===== config.mk =====
export PLATFORM = sky130hd
export DESIGN_NAME = uart_rx_status
export DESIGN_NICKNAME = d
export VERILOG_FILES = /design/src/logic/uart_rx_pkg.sv /design/src/logic/uart_rx_status.sv
export SDC_FILE = /design/constraint.sdc
export NUM_CORES = 1
export LEC_CHECK = 0
export BUFFER_PORTS_ARGS = -buffer_cell sky130_fd_sc_hd__buf_2
export CAP_MARGIN = 20
export CORE_ASPECT_RATIO = 2
export CORE_MARGIN = 8
export CORE_UTILIZATION = 35
export DETAILED_ROUTE_END_ITERATION = 7
export GPL_TIMING_DRIVEN = 0
export MAX_ROUTING_LAYER = met4
export PLACE_DENSITY = 0.59
export SLEW_MARGIN = 10
export SYNTH_ARGS = -nofsm -noshare
export SYNTH_HDL_FRONTEND = slang
export SYNTH_SLANG_ARGS = --single-unit

===== constraint.sdc =====
create_clock -name mclk -period 2.6 [get_ports mclk]
set_input_delay 0.52 -clock mclk [delete_from_list [all_inputs] [get_ports mclk]]
set_output_delay 0.52 -clock mclk [all_outputs]
set_load 0.02 [all_outputs]

===== src/logic/uart_rx_pkg.sv =====
// package: constants and field encodings for the serial receiver and baud generator
// What this block does
// - stop bit sampled low sets framing error
// - framing error stored with its word, reset clears
// - parity error only when odd/even parity chosen
// - parity error stored with its byte, reset clears
// - idle low from start detect to last stop sample
// - bit count follows data/parity and stop select
// - long break: zero word, framing error, idle
// - after break wait for high before start hunt
// - break stored as zero word; no reception until high
// - address detect: ninth bit one marks address
// - address detect ignores interrupt select, fires per address
// - loopback feeds transmit to receiver, pin cut off
// - bit rate is clock over sixteen times divisor plus one
package uart_rx_pkg;
  // ------------------------------------------------------------
  // field encodings
  // ------------------------------------------------------------
  localparam logic [1:0] DPS_8N = 2'h0;  // 8 data, no parity
  localparam logic [1:0] DPS_8E = 2'h1;  // 8 data, even parity
  localparam logic [1:0] DPS_8O = 2'h2;  // 8 data, odd parity
  localparam logic [1:0] DPS_9N = 2'h3;  // 9 data, no parity
  // ------------------------------------------------------------
  // timing
  // ------------------------------------------------------------
  localparam int OVERSAMPLE = 16;        // ticks per bit
  localparam logic [3:0] MID_TICK = 4'h7; // sample point inside a bit
  localparam logic [15:0] DIVISOR_RESET = 16'h0000;
  // receiver states, one-hot
  typedef enum logic [3:0] {
    ST_IDLE  = 4'b0001,
    ST_START = 4'b0010,
    ST_BITS  = 4'b0100,
    ST_WAITH = 4'b1000
  } rx_state_e;
endpackage : uart_rx_pkg


===== src/logic/uart_rx_status.sv =====
// module: receiver with status flags, break handling, loopback and baud divider
`timescale 1ns/1ps
module uart_rx_status
  import uart_rx_pkg::*;
#(
  parameter int DIV_W = 16               // divisor width
) (
  input  wire logic             mclk,
  input  wire logic             rst_n,
  input  wire logic [DIV_W-1:0] baud_divisor_register,
  input  wire logic [1:0]       data_parity_select,
  input  wire logic             stop_bits_select,
  input  wire logic             address_detect_enable,
  input  wire logic [1:0]       receive_interrupt_select,
  input  wire logic             loopback_enable,
  input  wire logic             serial_receive_pin,
  input  wire logic             tx_line,          // transmitter's serial output
  output logic                  serial_transmit_pin,
  output logic                  baud_tick,        // 16x tick, shared with transmitter
  output logic                  receiver_idle_flag,
  output logic                  out_valid,
  input  wire logic             out_ready,
  output logic [8:0]            out_data,
  output logic                  framing_error_flag,
  output logic                  parity_error_flag,
  output logic                  receive_data_available,
  output logic                  rx_interrupt
);
  // widths outside 1..16 cannot hold the sixteen-bit divisor field
  if (DIV_W < 1 || DIV_W > 16) begin : g_div_w_check
    $error("divisor width must be 1..16");
  end

  // ------------------------------------------------------------
  // baud divider
  // ------------------------------------------------------------
  logic [DIV_W-1:0] div_reg;             // down counter
  wire              div_zero = (div_reg == '0);
  always_ff @(posedge mclk) begin
    if (!rst_n) div_reg <= '0;
    else if (div_zero) div_reg <= baud_divisor_register;
    else div_reg <= div_reg - 1'b1;
  end
  assign baud_tick = div_zero;

  // ------------------------------------------------------------
  // line select and synchroniser
  // ------------------------------------------------------------
  assign serial_transmit_pin = tx_line;  // pin keeps working in loopback
  logic pin_s1_reg, pin_s2_reg;
  always_ff @(posedge mclk) begin
    if (!rst_n) begin
      pin_s1_reg <= 1'b1;
      pin_s2_reg <= 1'b1;
    end else begin
      pin_s1_reg <= serial_receive_pin;
      pin_s2_reg <= pin_s1_reg;
    end
  end
  wire line = loopback_enable ? tx_line : pin_s2_reg;

  // ------------------------------------------------------------
  // frame length and parity decode
  // ------------------------------------------------------------
  wire       nine_bit   = (data_parity_select == DPS_9N);
  wire       has_parity = (data_parity_select == DPS_8E) || (data_parity_select == DPS_8O);
  // data+parity bits, then stop bits follow
  wire [3:0] body_bits  = (nine_bit || has_parity) ? 4'h9 : 4'h8;
  wire [3:0] last_bit   = body_bits + (stop_bits_select ? 4'h2 : 4'h1);

  // ------------------------------------------------------------
  // receiver state machine
  // ------------------------------------------------------------
  rx_state_e  st_reg;
  logic [3:0] tick_reg;                  // oversample phase
  logic [3:0] bit_reg;                   // bits taken after start
  logic [8:0] shift_reg;                 // data+parity, lsb first
  logic       framing_error_flag_reg;
  logic       push;                      // one-cycle word done
  wire        mid = baud_tick && (tick_reg == MID_TICK);
  wire [7:0]  d8  = shift_reg[7:0];
  wire        par_bad = has_parity &&
                (^{d8, shift_reg[8]} != (data_parity_select == DPS_8O));
  wire        stop_pos = (bit_reg > body_bits);

  always_ff @(posedge mclk) begin
    if (!rst_n) begin
      st_reg    <= ST_IDLE;
      tick_reg  <= 4'h0;
      bit_reg   <= 4'h0;
      shift_reg <= 9'h000;
      framing_error_flag_reg  <= 1'b0;
      push      <= 1'b0;
    end else begin
      push <= 1'b0;
      if (baud_tick) tick_reg <= tick_reg + 4'h1;
      case (st_reg)
        ST_IDLE: begin
          if (!line) begin               // start edge found
            st_reg   <= ST_START;
            tick_reg <= 4'h0;
            framing_error_flag_reg <= 1'b0;
          end
        end
        ST_START: begin
          if (mid) begin
            if (line) st_reg <= ST_IDLE; // glitch, not a start
            else begin
              st_reg  <= ST_BITS;
              bit_reg <= 4'h1;
            end
          end
        end
        ST_BITS: begin
          if (mid) begin
            bit_reg <= bit_reg + 4'h1;
            if (!stop_pos) shift_reg[bit_reg-4'h1] <= line;
            else if (!line) framing_error_flag_reg <= 1'b1;
            if (bit_reg == last_bit) begin
              push <= 1'b1;
              // low stop level: line may be in break, wait for high
              st_reg <= (!line || framing_error_flag_reg) ? ST_WAITH : ST_IDLE;
            end
          end
        end
        ST_WAITH: begin
          if (line) st_reg <= ST_IDLE;
        end
        default: st_reg <= ST_IDLE;
      endcase
    end
  end
  // idle flag also reads one while waiting out a break
  assign receiver_idle_flag = (st_reg == ST_IDLE) || (st_reg == ST_WAITH);
  wire framing_error_flag_now = framing_error_flag_reg || (stop_pos && !line);

  // ------------------------------------------------------------
  // capture of the finished word: flags travel with data
  // ------------------------------------------------------------
  logic [10:0] word_reg;                 // {parity_error_flag, framing_error_flag, data}
  always_ff @(posedge mclk) begin
    if (!rst_n) word_reg <= 11'h000;
    else if (mid && st_reg == ST_BITS && bit_reg == last_bit)
      word_reg <= {par_bad, framing_error_flag_now,
                   (nine_bit ? shift_reg[8] : 1'b0), d8};
  end

  // ------------------------------------------------------------
  // two-entry buffer; full buffer drops the newest word
  // ------------------------------------------------------------
  logic [10:0] buf_reg [2];
  logic        rd_reg, wr_reg;
  logic [1:0]  cnt_reg;
  wire         in_ok = push && (cnt_reg != 2'h2);
  wire         out_ok = out_valid && out_ready;
  always_ff @(posedge mclk) begin
    if (!rst_n) begin
      rd_reg  <= 1'b0;
      wr_reg  <= 1'b0;
      cnt_reg <= 2'h0;
    end else begin
      if (in_ok) begin
        buf_reg[wr_reg] <= word_reg;
        wr_reg          <= ~wr_reg;
      end
      if (out_ok) rd_reg <= ~rd_reg;
      cnt_reg <= cnt_reg + {1'b0, in_ok} - {1'b0, out_ok};
    end
  end
  assign out_valid              = (cnt_reg != 2'h0);
  assign receive_data_available = out_valid;
  wire [10:0] head = out_valid ? buf_reg[rd_reg] : 11'h000;
  assign out_data           = head[8:0];
  assign framing_error_flag = head[9];
  assign parity_error_flag  = head[10];

  // ------------------------------------------------------------
  // receive interrupt pulse
  // ------------------------------------------------------------
  wire is_addr = address_detect_enable && nine_bit && word_reg[8];
  wire sel_int = (receive_interrupt_select[1]) ? (cnt_reg != 2'h0) : 1'b1;
  always_ff @(posedge mclk) begin
    if (!rst_n) rx_interrupt <= 1'b0;
    else if (address_detect_enable && nine_bit) rx_interrupt <= in_ok && is_addr;
    else rx_interrupt <= in_ok && sel_int;
  end
endmodule : uart_rx_status


# --- Word-level counts from Yosys, hierarchy flattened ---
# Memories as Yosys holds them, arrays and structs flattened. A register that Yosys moved wholly into a read port is not among the register bits.
# Index checks and enable logic that the tools add are counted.
classes:
  n_eq_ne: 19
  magnitude_cmp: 3
  add_sub_neg: 7
  n_bitwise: 3
  n_mux: 37
  n_reduce_logical: 28
ops:
  columns: ["operator", "n"]
  rows:
  - ["2-to-1 mux 4 bit", 12]
  - ["!= test 2 bit (second input constant)", 9]
  - ["logical NOT 16 bit", 1]
  - ["2-to-1 mux 1 bit", 16]
  - ["2-to-1 mux 16 bit", 1]
  - ["case mux 4 bit (4 select lines)", 1]
  - ["subtractor 16 x 1 -> 16 bit (second input constant)", 1]
  - ["logical AND 1 bit", 12]
  - ["2-to-1 mux 11 bit", 1]
  - ["AND reduction 5 bit", 2]
  - ["bitwise mux 9 bit", 1]
  - ["XOR reduction 9 bit", 1]
  - ["adder 4 x 1 -> 4 bit (second input constant)", 2]
  - ["equality test 4 x 3 -> 1 bit (second input constant)", 2]
  - ["case mux 4 bit (2 select lines)", 1]
  - ["AND reduction 3 bit", 2]
  - ["nonzero test 2 bit", 3]
  - ["logical OR 1 bit", 5]
  - ["< comparator 4 x 5 -> 1 bit (second input constant)", 1]
  - ["adder 4 x 2 -> 4 bit", 1]
  - ["demux 1 bit (select 4 bit)", 1]
  - ["equality test 2 bit (second input constant)", 2]
  - ["equality test 4 x 1 -> 1 bit (second input constant)", 1]
  - ["equality test 4 x 2 -> 1 bit (second input constant)", 1]
  - ["other kinds (15)", 17]
word_totals:
  regBits: 57
  elab_cells: 112
  inputBits: 28
  n_memories: 1
  ram_bits: 22
memory_table:
  columns: ["name", "depth", "width", "rd", "rd_ports_with_merged_regs", "write_ports", "line", "rtl"]
  rows:
  - ["buf_reg", 2, 11, 1, 1, 1, "uart_rx_status.sv:151", "logic [10:0] buf_reg [2];"]

# --- Logic depth before layout (Yosys ltp) ---
logic_depth:
  ltp_word: 9
  ltp_mapped: 9
  ltp_nobuf: 9

# --- Worst setup path before layout ---
# OpenSTA, ideal clock, no wires.
synth_timing:
  kind: "input-to-reg"
  startpoint: "input port data_parity_select[0]"
  endpoint: "register word_reg[10]"
  setup_slack_ps: 202
  required_ps: 2480
  path_stages: 9
  t_arrival_ps: 2278
  path_cell_list: "inv_1 -> ha_1 -> ha_1 -> xnor2_1 -> nor4b_1 -> nand3_1 -> clkbuf_1 -> nand3_1 -> o41ai_1"
synth_via:
  elab_chain_len: 7
  word_cells_on_any_way: 11
  classes_between: "1 x add/sub; 5 x eq/ne; 1 x mux; 4 x reduce/logical"
synth_rtl:
  columns: ["element", "line", "rtl"]
  rows:
  - ["start, declared", "uart_rx_status.sv:11", "input wire logic [1:0] data_parity_select,"]
  - ["equality test 2 x 1 -> 1 bit / equality test 2 bit (equally long branches)", "uart_rx_status.sv:66, uart_rx_status.sv:83", null]
  - ["logical OR 1 bit", "uart_rx_status.sv:66", "wire has_parity = (data_parity_select == DPS_8E) || (data_parity_select == DPS_8O);"]
  - ["logical OR 1 bit", "uart_rx_status.sv:68", "wire [3:0] body_bits = (nine_bit || has_parity) ? 4'h9 : 4'h8;"]
  - ["2-to-1 mux 1 bit", "uart_rx_status.sv:68", null]
  - ["adder 4 x 2 -> 4 bit", "uart_rx_status.sv:69", "wire [3:0] last_bit = body_bits + (stop_bits_select ? 4'h2 : 4'h1);"]
  - ["equality test 4 bit", "uart_rx_status.sv:143", "else if (mid && st_reg == ST_BITS && bit_reg == last_bit)"]
  - ["logical AND 1 bit", "uart_rx_status.sv:143", null]
  - ["end signal, assigned", "uart_rx_status.sv:144", "word_reg <= {par_bad, framing_error_flag_now,"]
  - ["end, declared", "uart_rx_status.sv:140", "logic [10:0] word_reg;"]
# Several ways; a longest one is shown, not always the timed one.
# A chain may end at the register's enable or synchronous reset.

# --- Worst setup path after layout ---
layout_timing:
  startpoint: "register st_reg[0]"
  endpoint: "register shift_reg[5]"
layout_via:
  elab_chain_len: 2
layout_rtl:
  columns: ["element", "line", "rtl"]
  rows:
  - ["start, declared", "uart_rx_status.sv:74", "rx_state_e st_reg;"]
  - ["start signal, assigned", "uart_rx_status.sv:122", "st_reg <= (!line || framing_error_flag_reg) ? ST_WAITH : ST_IDLE;"]
  - ["equality test 4 x 3 -> 1 bit", "uart_rx_status.sv:97", "case (st_reg)"]
  - ["AND reduction 3 bit (no source line)", null, null]
  - ["end signal, assigned by index", "uart_rx_status.sv:117", "if (!stop_pos) shift_reg[bit_reg-4'h1] <= line;"]
  - ["end, declared", "uart_rx_status.sv:77", "logic [8:0] shift_reg;"]
# No other way between the ends.

==> run summary <==
RSZ-0062 raised after global routing -> no
Initial Util -> 0.356
FP Rows -> 54
Min-delay worst type -> in2reg
Warnings from Yosys -> 0
Post-Synthesis Cells -> 399
Htree depth -> 3
Global-route wire length before repair -> 14.9 mm
TNS Setup -> 0 ns
CTS sink cnt -> 80
Required time of the critical path -> 2.81 ns
Delay of the slowest critical-path stage -> 0.63 ns
Clk_skew -> 0.00678 ns
Hold Fails Final Rpt -> 0
Sequential area share after synthesis -> 0.470
Primary FF master, synth -> dfxtp_1
Max cap viols -> 0
Post-Syn Area per Cell -> 9.71 um^2
Initial DRT Pass Iterations -> 4
Yosys top cell by area -> dfxtp_1
Crit path max fanout -> 9
#FFs+latches synth -> 80
Max reg flops -> 22
Worst-Skew Late Latency -> 0.34 ns
Via density -> 5.02
Initial antenna violation count -> 0
Total power -> 4.30 mW
Routability cong. -> 0.938
Met1 wire length -> 3.14 mm
Critical path endpoint category -> flop
Final instance area -> 0.00459 mm^2
Ys async rst share -> 0
Total Routing Usage GR -> 0.129
Flip-flop and latch area -> 0.00182 mm^2
Worst setup SP type -> flop
Clock tree buffer depth -> 2
DR WL met3 -> 298 um
Max Clock Freq -> 0.398 GHz
WP data arrival -> 2.72 ns
Minimum clock period -> 2.51 ns
Layout cell share with drive strength beyond 1 -> 0.180
Status -> finished, final reports clean
IR drop worst, VDD -> 0.765 mV
Critical-path top delay cell -> or4b_1
FF-to-FF Start -> st_reg[0]
Clock Pin Slew Worst Setup and Hold Paths -> 0.06 ns
Max Used Layer -> met4
Max_slew headroom -> 0.380
Critical path class -> reg2reg
Ranking of synthesized cells by area -> dfxtp_1 30%, edfxtp_1 17%, xnor2_1 5.7%
Number of distinct library cells after synthesis -> 56
Placed Cells incl. Taps -> 583
Fin cells -> 602
ANT cells -> 0
Chip Width -> 90.4 um
Final period utilization -> 0.966
Least-Margin Pin Slew -> 0.926 ns
# DRC -> 0
Final Slew Violations -> 0
DR WL/cell -> 14.7 um
Hold Startpoint -> receive_interrupt_select[1]
Largest net degree at the start of global routing -> 16
Die height -> 165 um
DR vias -> 3023
CTS tree -> built
Post-synth EDFFs -> 22
Fillers -> 1098
Num CTS Buffers -> 9
DRT iter0 DRCs -> 86
Die ar. -> 0.0149 mm^2
Buf+Inv Stages, Crit Path -> 0
Cells along the critical path -> or4b_1, or3_4, nor4_4, nand4_1, mux2i_1
Share of Yosys cell area claimed by the top area cell type -> 0.300
Vias in the first global route -> 3201
Final #Nets -> 500
Detailed Route WL -> 8.85 mm
Syn-to-layout area delta -> 18.5%
Mapped Area -> 0.00387 mm^2
Final ANT Viol Nets -> 0
LEAKAGE -> 1.77 nW
Delay-heaviest family, CP -> simple AND/OR/NAND/NOR gates
Core area -> 0.0109 mm^2
I/O Buffers -> 43
Number of I/O pins -> 45
Gr ovfl total -> 0
Setup violations, final -> 0
Worst Setup SP -> st_reg[0]
Clock root buffer -> clkbuf_16
Synth Net Count -> 442
Power Dens Cells -> 938 mW/mm^2
Wire length on met2 -> 5.19 mm
Post-DP HPWL -> 6.79 mm
Post-DP Area -> 0.00427 mm^2
Multi-input combinational cell area -> 0.00193 mm^2
==> cells by family (layout without fill, tap and decap cells) <==
kind of cell | after synthesis | after routing | synth area share
multiplexers | 22 | 22 | 0.0572
XOR/XNOR | 35 | 35 | 0.0791
AND/OR/NAND/NOR | 162 | 162 | 0.217
AO/OA/AOI/OAI | 51 | 51 | 0.0914
buffers and inverters | 34 | 97 | 0.0368
flip-flops | 80 | 80 | 0.470
adder cells (fa/ha/maj) | 15 | 15 | 0.0484
==> placed cells by master, fill, tap and decap left out, types with 5 or more instances in the layout <==
master     Yosys  final
xor2_1        10     10
nor3_1        15     15
nand2_1       38     37
clkbuf_16      0      9
inv_1         16     15
mux2i_1       21     21
nor2_1        48     48
clkbuf_1      12     11
or3_1          6      6
xnor2_1       25     25
a211oi_1      16     16
nand3_1       11     11
buf_2          1     45
a21oi_1       16     16
dfxtp_1       58     58
nand2b_1       5      5
ha_1          15     15
buf_4          2      5
nand4_1        9      9
edfxtp_1      22     22
==> layout make-up <==
type	count	share of cell area
clock buffers	9	0.0491
inverters	17	0.0139
repair buffers	47	0.0529
plain buffers	17	0.0174
flip-flops and latches	80	0.397
well taps	140	0.0382
multi-input cells	285	0.420
clock inverters	7	0.0117
==> Yosys cell counts, drive strengths merged (10+ instances only) <==
cell,n
dfxtp,58
nor2,48
nand2,38
xnor2,25
edfxtp,22
mux2i,21
a211oi,17
a21oi,16
inv,16
ha,15
nor3,15
clkbuf,12
nand3,11
xor2,10
==> where the power goes <==
group	leakage (nW)	switching, mW	internal, mW
Clock	0.130	0.529	0.654
Combinational	0.961	0.877	0.651
Sequential	0.675	0.169	1.42
Total	1.77	1.57	2.73
==> routing by layer <==
metal  vias up  track usage
met5         -            -
met4         0       0.0664
met3        12       0.0296
met2        63        0.261
met1      1428        0.103
li1       1520            -
==> per-stage QoR <==
step / hold slack, ns / setup WS (ns) / utilization
2_1_floorplan: 0.386 / 0.202 / -
3_3_place_gp: 0.399 / -0.831 / 0.392
3_5_place_dp: 0.411 / -0.207 / 0.392
4_1_cts: 0.355 / 0.0585 / 0.422
5_1_grt: 0.371 / 0.0161 / 0.422
6_report: 0.366 / 0.0890 / 0.422
==> worst paths after layout <==
path | endpoint | slack (ns) | depth (start not counted)
max | shift_reg[5] | 0.09 | 5
min | rx_interrupt | 0.37 | 2
max reg2reg | shift_reg[5] | 0.09 | 5
min reg2reg | pin_s2_reg | 0.42 | 1
==> what timing repair did <==
action | in CTS | in global routing
setup endpoints to repair | 1 | 10
hold buffers | 0 | 0
pin swaps | 0 | 1
gates cloned | 0 | 0
resized for setup | 4 | 2
buffers inserted | 3 | 0
Power figures use the tool's default switching activity.
